File: src/rtl/ddrsc_pkg.sv
// shared constants and types for the strobe capture path
package ddrsc_pkg;

    // ==========================================
    // group geometry
    localparam int unsigned MAX_GROUPS = 8;
    localparam int unsigned NUM_BANKS = 4;
    localparam int unsigned GROUPS_PER_BANK = 2;
    localparam int unsigned DQ_WIDTH = 8;
    localparam int unsigned PIN_WIDTH = DQ_WIDTH + 1;
    localparam int unsigned STROBE_BIT = DQ_WIDTH;

    // ==========================================
    // timing
    localparam int unsigned CLK_MHZ = 100;
    localparam int unsigned MAX_LINK_MHZ = 133;
    localparam int unsigned LINK_PERIOD_NS = 160;
    localparam int unsigned LINK_PERIOD_CYC = LINK_PERIOD_NS * CLK_MHZ / 1000;
    localparam int unsigned MIN_PERIOD_CYC = 8;
    localparam int unsigned CNT_W = 8;
    localparam logic [CNT_W-1:0] CNT_MAX = 8'hFF;
    localparam logic [CNT_W-1:0] CNT_ONE = 8'h01;
    localparam logic [CNT_W-1:0] CNT_ZERO = 8'h00;

    // ==========================================
    // strobe phase shift
    localparam int unsigned PHASE_DDR_DEG = 90;
    localparam int unsigned PHASE_FCRAM_DEG = 72;
    localparam int unsigned FULL_TURN_DEG = 360;

    // ==========================================
    // carriers
    typedef struct packed {
        logic [DQ_WIDTH-1:0] rise;
        logic [DQ_WIDTH-1:0] fall;
    } ddrsc_pair_t;

    typedef struct packed {
        ddrsc_pair_t data;
        logic [1:0] mask;
    } ddrsc_wr_t;

endpackage

File: src/rtl/ddrsc_sync.sv
// two-stage synchroniser for pin inputs
`timescale 1ns/1ps
module ddrsc_sync
    import ddrsc_pkg::*;
#(
    parameter int unsigned WIDTH = PIN_WIDTH
)(
    input wire logic clk,
    input wire logic rst_n,
    input wire logic [WIDTH-1:0] din,
    output logic [WIDTH-1:0] dout
);

    logic [WIDTH-1:0] meta_r;

    // ==========================================
    // first stage is read only by the second
    always_ff @(posedge clk)
    begin
        if (!rst_n)
        begin
            meta_r <= '0;
            dout <= '0;
        end
        else
        begin
            meta_r <= din;
            dout <= meta_r;
        end
    end

endmodule

File: src/rtl/ddrsc_delay.sv
// per-strobe phase delay: measures strobe period, fires capture points
`timescale 1ns/1ps
module ddrsc_delay
    import ddrsc_pkg::*;
#(
    parameter int unsigned DEF_PERIOD = LINK_PERIOD_CYC
)(
    input wire logic clk,
    input wire logic rst_n,
    input wire logic strobe,
    input wire logic fcram,
    output logic cap_rise,
    output logic cap_fall
);

    logic strobe_d_r;
    logic [CNT_W-1:0] per_cnt_r;
    logic [CNT_W-1:0] period_r;
    logic [CNT_W-1:0] wait_r;
    logic armed_r;
    logic kind_rise_r;
    logic [CNT_W+7:0] prod;
    logic [CNT_W-1:0] delay_cyc;
    logic edge_any;
    logic edge_rise;

    assign edge_rise = strobe & ~strobe_d_r;
    assign edge_any = strobe ^ strobe_d_r;

    // ==========================================
    // delay = period * phase / full turn, never below one cycle
    always_comb
    begin
        prod = {8'h00, period_r} * (fcram ? 16'(PHASE_FCRAM_DEG) : 16'(PHASE_DDR_DEG));
        delay_cyc = CNT_W'(prod / 16'(FULL_TURN_DEG));
        if (delay_cyc == CNT_ZERO)
        begin
            delay_cyc = CNT_ONE;
        end
    end

    // ==========================================
    // period measurement; idle gaps beyond counter range keep last period
    always_ff @(posedge clk)
    begin
        if (!rst_n)
        begin
            strobe_d_r <= 1'b0;
            per_cnt_r <= CNT_MAX;
            period_r <= CNT_W'(DEF_PERIOD);
        end
        else
        begin
            strobe_d_r <= strobe;
            if (edge_rise)
            begin
                per_cnt_r <= CNT_ZERO;
                if (per_cnt_r != CNT_MAX && per_cnt_r >= CNT_W'(MIN_PERIOD_CYC - 1))
                begin
                    period_r <= per_cnt_r + CNT_ONE;
                end
            end
            else if (per_cnt_r != CNT_MAX)
            begin
                per_cnt_r <= per_cnt_r + CNT_ONE;
            end
        end
    end

    // ==========================================
    // capture point sits delay_cyc after each strobe edge
    always_ff @(posedge clk)
    begin
        if (!rst_n)
        begin
            wait_r <= CNT_ZERO;
            armed_r <= 1'b0;
            kind_rise_r <= 1'b0;
            cap_rise <= 1'b0;
            cap_fall <= 1'b0;
        end
        else
        begin
            cap_rise <= 1'b0;
            cap_fall <= 1'b0;
            if (edge_any)
            begin
                armed_r <= 1'b1;
                wait_r <= CNT_ONE;
                kind_rise_r <= edge_rise;
            end
            else if (armed_r)
            begin
                wait_r <= wait_r + CNT_ONE;
                if (wait_r == delay_cyc)
                begin
                    armed_r <= 1'b0;
                    cap_rise <= kind_rise_r;
                    cap_fall <= ~kind_rise_r;
                end
            end
        end
    end

endmodule

File: src/rtl/ddrsc_top.sv
// DDR strobe capture path: read capture, resync and write launch
//
// What this block does
// Works with DDR SDRAM and FCRAM at link rates up to 133 MHz.
// Strobe groups exist only in x8 mode, in every bank with memory pins.
// Each group has one strobe pin, eight data pins and one mask pin.
// A group's strobe clocks only its own eight data lines.
// At most eight groups, two per bank across four banks.
// Incoming strobe is delayed 90 degrees for DDR SDRAM or 72 for FCRAM.
// The delayed strobe lands centred in its group's data window unaided.
// The shifted strobe clocks its group's read data into core registers.
// Write data and its enable launch from a phase-shifted clock, not the strobe.
// Captured read data crosses to the core clock through a register chain.
// Read data is taken on both strobe edges, two words per strobe cycle.
// The memory drives its strobe edge-aligned with the read data it returns.
`timescale 1ns/1ps
module ddrsc_top
    import ddrsc_pkg::*;
#(
    parameter int unsigned NUM_GROUPS = MAX_GROUPS,
    parameter int unsigned LINK_MHZ = MAX_LINK_MHZ,
    parameter int unsigned PERIOD_CYC = LINK_PERIOD_CYC,
    parameter int unsigned RESYNC_STAGES = 2
)(
    input wire logic clk,
    input wire logic rst_n,
    input wire logic mem_is_fcram,
    input wire logic [NUM_GROUPS-1:0] dqs_i,
    input wire logic [NUM_GROUPS-1:0][DQ_WIDTH-1:0] dq_i,
    output logic [NUM_GROUPS-1:0] dqs_o,
    output logic [NUM_GROUPS-1:0] dqs_oe,
    output logic [NUM_GROUPS-1:0][DQ_WIDTH-1:0] dq_o,
    output logic [NUM_GROUPS-1:0] dq_oe,
    output logic [NUM_GROUPS-1:0] dm_o,
    output ddrsc_pair_t [NUM_GROUPS-1:0] rd_pair,
    output logic [NUM_GROUPS-1:0] rd_valid,
    input wire logic wr_en,
    input wire ddrsc_wr_t [NUM_GROUPS-1:0] wr_data,
    output logic wr_taken
);

    // ==========================================
    // elaboration checks
    localparam int unsigned HALF_CYC = PERIOD_CYC / 2;
    localparam int unsigned QUARTER_CYC = PERIOD_CYC / 4;
    localparam logic [CNT_W-1:0] HALF_LAST = CNT_W'(HALF_CYC - 1);
    localparam logic [CNT_W-1:0] SHIFT_AT = CNT_W'(HALF_CYC - QUARTER_CYC);

    initial
    begin
        if (NUM_GROUPS < 1 || NUM_GROUPS > NUM_BANKS * GROUPS_PER_BANK)
        begin
            $error("group count out of range");
        end
        if (LINK_MHZ > MAX_LINK_MHZ)
        begin
            $error("link rate above limit");
        end
        if (PERIOD_CYC < MIN_PERIOD_CYC || PERIOD_CYC > 32'(CNT_MAX))
        begin
            $error("link period not resolvable");
        end
        if (RESYNC_STAGES < 1)
        begin
            $error("resync chain needs a stage");
        end
    end

    // ==========================================
    // write clock divider with phase-shifted launch enable
    logic [CNT_W-1:0] div_r;
    logic base_tick;
    logic shift_tick;

    assign base_tick = (div_r == HALF_LAST);
    assign shift_tick = (div_r == SHIFT_AT);

    always_ff @(posedge clk)
    begin
        if (!rst_n)
        begin
            div_r <= CNT_ZERO;
        end
        else if (base_tick)
        begin
            div_r <= CNT_ZERO;
        end
        else
        begin
            div_r <= div_r + CNT_ONE;
        end
    end

    // ==========================================
    // write sequencing: rise byte then fall byte per accepted pair
    logic wr_active_r;
    logic wr_second_r;
    ddrsc_wr_t [NUM_GROUPS-1:0] wr_hold_r;

    // launch runs on the shifted enable so data leads the strobe by one cycle less than a quarter period
    always_ff @(posedge clk)
    begin
        if (!rst_n)
        begin
            wr_active_r <= 1'b0;
            wr_second_r <= 1'b0;
            wr_taken <= 1'b0;
            wr_hold_r <= '0;
        end
        else
        begin
            wr_taken <= 1'b0;
            if (shift_tick)
            begin
                wr_second_r <= ~wr_second_r;
                if (!wr_second_r)
                begin
                    wr_active_r <= wr_en;
                    wr_taken <= wr_en;
                    if (wr_en)
                    begin
                        wr_hold_r <= wr_data;
                    end
                end
            end
        end
    end

    // ==========================================
    // per-group read capture and write drive
    genvar g;
    generate
        for (g = 0; g < NUM_GROUPS; g++)
        begin : grp
            logic [PIN_WIDTH-1:0] pins_s;
            logic cap_rise;
            logic cap_fall;
            logic [DQ_WIDTH-1:0] rise_r;
            ddrsc_pair_t pair_r;
            logic pair_vld_r;
            ddrsc_pair_t chain_r [RESYNC_STAGES];
            logic [RESYNC_STAGES-1:0] chain_vld_r;

            // strobe and its own eight lines share one sync, keeping their skew
            ddrsc_sync #(
                .WIDTH(PIN_WIDTH)
            ) u_sync (
                .clk(clk),
                .rst_n(rst_n),
                .din({dqs_i[g], dq_i[g]}),
                .dout(pins_s)
            );

            // edge-aligned strobe is assumed, so one delay centres both edges
            ddrsc_delay #(
                .DEF_PERIOD(PERIOD_CYC)
            ) u_delay (
                .clk(clk),
                .rst_n(rst_n),
                .strobe(pins_s[STROBE_BIT]),
                .fcram(mem_is_fcram),
                .cap_rise(cap_rise),
                .cap_fall(cap_fall)
            );

            // capture on both delayed edges; pair completes on the fall
            always_ff @(posedge clk)
            begin
                if (!rst_n)
                begin
                    rise_r <= '0;
                    pair_r <= '0;
                    pair_vld_r <= 1'b0;
                end
                else
                begin
                    pair_vld_r <= 1'b0;
                    if (cap_rise)
                    begin
                        rise_r <= pins_s[DQ_WIDTH-1:0];
                    end
                    if (cap_fall)
                    begin
                        pair_r.rise <= rise_r;
                        pair_r.fall <= pins_s[DQ_WIDTH-1:0];
                        pair_vld_r <= 1'b1;
                    end
                end
            end

            // successive registers toward the core, costs fixed latency
            always_ff @(posedge clk)
            begin
                if (!rst_n)
                begin
                    chain_vld_r <= '0;
                    for (int s = 0; s < RESYNC_STAGES; s++)
                    begin
                        chain_r[s] <= '0;
                    end
                end
                else
                begin
                    chain_r[0] <= pair_r;
                    chain_vld_r[0] <= pair_vld_r;
                    for (int s = 1; s < RESYNC_STAGES; s++)
                    begin
                        chain_r[s] <= chain_r[s-1];
                        chain_vld_r[s] <= chain_vld_r[s-1];
                    end
                end
            end

            always_ff @(posedge clk)
            begin
                if (!rst_n)
                begin
                    rd_pair[g] <= '0;
                    rd_valid[g] <= 1'b0;
                end
                else
                begin
                    rd_pair[g] <= chain_r[RESYNC_STAGES-1];
                    rd_valid[g] <= chain_vld_r[RESYNC_STAGES-1];
                end
            end

            // data, mask and enable follow the shifted enable only
            always_ff @(posedge clk)
            begin
                if (!rst_n)
                begin
                    dq_o[g] <= '0;
                    dq_oe[g] <= 1'b0;
                    dm_o[g] <= 1'b0;
                end
                else if (shift_tick)
                begin
                    if (!wr_second_r)
                    begin
                        dq_oe[g] <= wr_en;
                        dq_o[g] <= wr_en ? wr_data[g].data.rise : '0;
                        dm_o[g] <= wr_en & wr_data[g].mask[1];
                    end
                    else
                    begin
                        dq_oe[g] <= wr_active_r;
                        dq_o[g] <= wr_active_r ? wr_hold_r[g].data.fall : '0;
                        dm_o[g] <= wr_active_r & wr_hold_r[g].mask[0];
                    end
                end
            end

            // write strobe from the unshifted divider edge
            always_ff @(posedge clk)
            begin
                if (!rst_n)
                begin
                    dqs_o[g] <= 1'b0;
                    dqs_oe[g] <= 1'b0;
                end
                else if (base_tick)
                begin
                    dqs_oe[g] <= wr_active_r;
                    dqs_o[g] <= wr_active_r & wr_second_r;
                end
            end
        end
    endgenerate

endmodule

File: config.mk
export PLATFORM = sky130hd
export DESIGN_NAME = ddrsc_top
export DESIGN_NICKNAME = d
export VERILOG_FILES = /design/src/rtl/ddrsc_pkg.sv /design/src/rtl/ddrsc_sync.sv /design/src/rtl/ddrsc_delay.sv /design/src/rtl/ddrsc_top.sv
export SDC_FILE = /design/constraint.sdc
export NUM_CORES = 2
export LEC_CHECK = 0
export BUFFER_PORTS_ARGS = -buffer_cell sky130_fd_sc_hd__buf_2
export CAP_MARGIN = 20
export CELL_PAD_IN_SITES_DETAIL_PLACEMENT = 0
export CELL_PAD_IN_SITES_GLOBAL_PLACEMENT = 1
export CORE_MARGIN = 2
export CORE_UTILIZATION = 42
export DETAILED_ROUTE_END_ITERATION = 10
export PLACE_DENSITY_LB_ADDON = 0.1
export SLEW_MARGIN = 15
export SYNTH_ARGS = -nofsm -noshare
export SYNTH_HDL_FRONTEND = slang
export SYNTH_SLANG_ARGS = --single-unit
File: constraint.sdc
create_clock -name clk -period 10.6 [get_ports clk]
set_input_delay 1.06 -clock clk [delete_from_list [all_inputs] [get_ports clk]]
set_output_delay 1.06 -clock clk [all_outputs]
set_load 0.01 [all_outputs]
==> flow_metrics.tcl <==
set metrics [dict create \
    p_leak_uw 0.0302 \
    numCtsBuffers 114 \
    wl_per_cell_microns 15.9 \
    hp-start "grp[5].chain_r[0][0]" \
    design.core.area_sq_um 140000 \
    fin_cells 9463 \
    worst_slack_ps 645 \
    min_path_cells 1 \
    r2r-end "grp[1].u_delay.cap_rise" \
    fp.dieW_microns 379 \
    cts_tree "yes" \
    synth-seq-cells 1141 \
    htreeDepth 3 \
    drive_above_1_share_pct 17.1 \
    area_delta_synth_final_pct 19.2 \
    max-clock-path-buffers 3 \
    syn_inst 6765 \
    endpoint_kind "register" \
    clk_pin_slew_ps 60 \
    rows 137 \
    dp_cells 9230 \
    synth_edf_count 0 \
    vias 49000 \
    slew_headroom_pct 37.1 \
    peakVddDrop_mv 0.515 \
    clock_sinks 1141 \
    start_kind "input port" \
    fp.dieArea_sq_um 144000 \
    setup_viol_count_final 0 \
    worstSkewPairLatency_ps 730 \
    syn_avg_cell_area_sq_um 8.75 \
    hold_buffers 0 \
    grt_overflow 0 \
    start_util_pct 42.4 \
    synth_area_sq_um 59200 \
    worst_pin_slew_ps 944 \
    timing.fmax_ghz 0.100 \
    place_worst_setup_slack_ps -115 \
    drv_cap 0 \
    hold_end "grp[5].chain_r[1][0]" \
    syn_nets 7356 \
    cpPeakStageDelay_ps 490 \
    drv_slew 0 \
    rrSetupSlack_ps 920 \
    drc_errors 0 \
    wl_microns 151000 \
    seq_area_frac_synth_pct 38.6 \
    dr.pass1.iters 7 \
    finalCritPeriodShare_pct 93.9 \
    ys.warnings.count 0 \
    nets 8065 \
    grt_pass1_vias 46600 \
    grt_usage_pct 20.4 \
    reg2reg_from "grp[1].u_delay.period_r[2]" \
    numPortBuffers 452 \
    via_per_inst 5.18 \
    detail-route-antenna-nets 0 \
    grt_pass1_wl_microns 243000 \
    gp_congestion 0.861 \
    pin_count 453 \
    grt_start_max_net_pins 208 \
    synth-main-ff-cell "dfxtp_1" \
    finalClockSkew_ps 44.6 \
    synthArstFlopShare_pct 0 \
    ys_types 111 \
    critical_path_class "input port to register" \
    cp_max_fo 21 \
    drt-initial-drc-count 2600 \
    antenna_found_initial 27 \
    finalCriticalPeriod_ps 9950 \
    worst_ep_required_time_ps 11250 \
    slowest_stage "fa_1" \
    cts-root-buf "clkbuf_16" \
    chipHeight_microns 379 \
    p_per_area_nw_per_um2 354 \
    reg2reg_depth 38 \
    dp_hpwl_microns 111000 \
    finalHoldViolCount 0 \
    cp.arrival_ps 10610 \
    run_status "complete, no violations" \
    hold_path_class "register to register" \
]
## cell type report
type                       instances  area (sq um)
antenna                           13          32.5
clock inverter                    63           892
multi-input combinational       4976         33800
sequential                      1141         22800
fill                           13400         69200
inverter                         275          1040
tap                             1876          2350
timing repair buffer             966          6250
clock buffer                     153          3290
## sequential cells by signal, indices dropped and copies added, names as in the netlist, 16 cells and up
register / cells
grp.pair_r: 128
grp.chain_r: 256
grp.u_delay.per_cnt_r: 64
grp.u_delay.wait_r: 64
grp.u_sync.dout: 72
grp.chain_vld_r: 16
dq_o: 64
grp.u_sync.meta_r: 72
grp.rise_r: 64
wr_hold_r: 72
grp.u_delay.period_r: 64
rd_pair: 128
## cells in the final DEF, fill, tap and decap left out, drive strengths merged, types with 18 or more instances in the layout
master	n
o211ai	51
o31ai	30
mux2i	334
nand2	594
a211oi	61
a31oi	122
o22ai	27
mux2	22
and2	615
nor2	645
a21oi	280
fa	85
ha	286
xor2	123
or2	38
dfxtp	1141
o2111ai	24
a41oi	18
inv	281
o21a	38
xnor2	201
or3	51
and3	61
nor2b	75
clkbuf	153
buf	966
o21ai	229
a211o	27
nand4	66
nor3	120
nor4	54
a21o	61
nand3	242
clkinv	33
## worst max-delay path: cells and delay by family
kind	cells	cell delay (ps)
AO/OA/AOI/OAI	14	3130
AND/OR/NAND/NOR	10	2410
buffers and inverters	6	740
adder cells (fa/ha/maj)	5	1880
multiplexers	3	1030
XOR/XNOR	2	300
## through the flow
stage / instance area, sq um / utilization, % / total power [uW] / hold slack, ps / setup TNS, ps
global route: 70500 / 50.5 / 27000 / 433 / -44.4
detailed placement: 66200 / 47.4 / 20500 / 417 / -222
finish: 70500 / 50.5 / 24900 / 423 / 0
floorplan: 59200 / - / 15300 / 405 / 0
global placement: 66200 / 47.4 / 20400 / 412 / 0
CTS: 70400 / 50.4 / 25000 / 428 / 0
## power by group
part | total [uW] | leakage, uW | switching [uW] | internal [uW]
clock | 4370 | 0.00206 | 1760 | 2610
combinational | 15900 | 0.0188 | 8700 | 7160
sequential | 4720 | 0.00925 | 217 | 4500
## cells by family (layout without fill, tap and decap cells)
| group | count (synthesis) | in the layout | share of synthesized area, % |
|---|---|---|---|
| adders and majority gates | 386 | 386 | 9.18 |
| xor gates and xnor gates | 324 | 324 | 4.81 |
| muxes | 356 | 356 | 6.08 |
| DFF | 1141 | 1141 | 38.6 |
| and+or+nand+nor | 2657 | 2657 | 22.5 |
| AOI/OAI and AO/OA | 1253 | 1253 | 14.5 |
| buffers and inverters | 648 | 1457 | 4.33 |
| other | 0 | 13 | 0 |
## synth_stat cells (36+ instances only)
library cell  number  area (sq um)
a21oi_1          278          1390
mux2i_1          334          3340
o21a_1            38           285
and2_1           611          3820
o21ai_0          215          1080
clkbuf_1         299          1120
xor2_1           122          1070
nor2_1           643          2410
ha_1             286          3580
xnor2_1          201          1760
or2_2             36           225
or3_1             51           319
fa_1              85          1700
nand4_1           66           413
a21o_1            60           450
nor2b_1           75           469
and3_1            61           382
a211oi_1          59           443
nand3_1          242          1210
dfxtp_1         1141         22800
nand2_1          594          2230
a31oi_1          120           751
o211ai_1          50           375
nor4_1            52           325
nor3_1           120           601
inv_1            274          1030
## worst max-delay path by stage
stage	start	to	slack, ps
floorplan	mem_is_fcram	grp[2].u_delay.armed_r	20
global placement	mem_is_fcram	grp[5].u_delay.cap_rise	60
detailed placement	mem_is_fcram	grp[1].u_delay.cap_rise	-110
CTS	mem_is_fcram	grp[1].u_delay.cap_rise	610
global route	mem_is_fcram	grp[1].u_delay.cap_rise	-30
finish	mem_is_fcram	grp[1].u_delay.cap_rise	650
## metal layers
metal	part of all wire, %	global-route usage [%]	vias up
met5	0.12	0	-
met4	2.5	5.60	30
met3	4.5	3.79	225
met2	46	33.3	830
met1	47	27.4	22900
li1	-	-	25000
## timing repair
| action | CTS | global route |
|---|---|---|
| resized for setup | 0 | 7 |
| setup endpoints to repair | 0 | 4 |
| buffers inserted | 0 | 2 |
(Power assumes the default switching activity.)
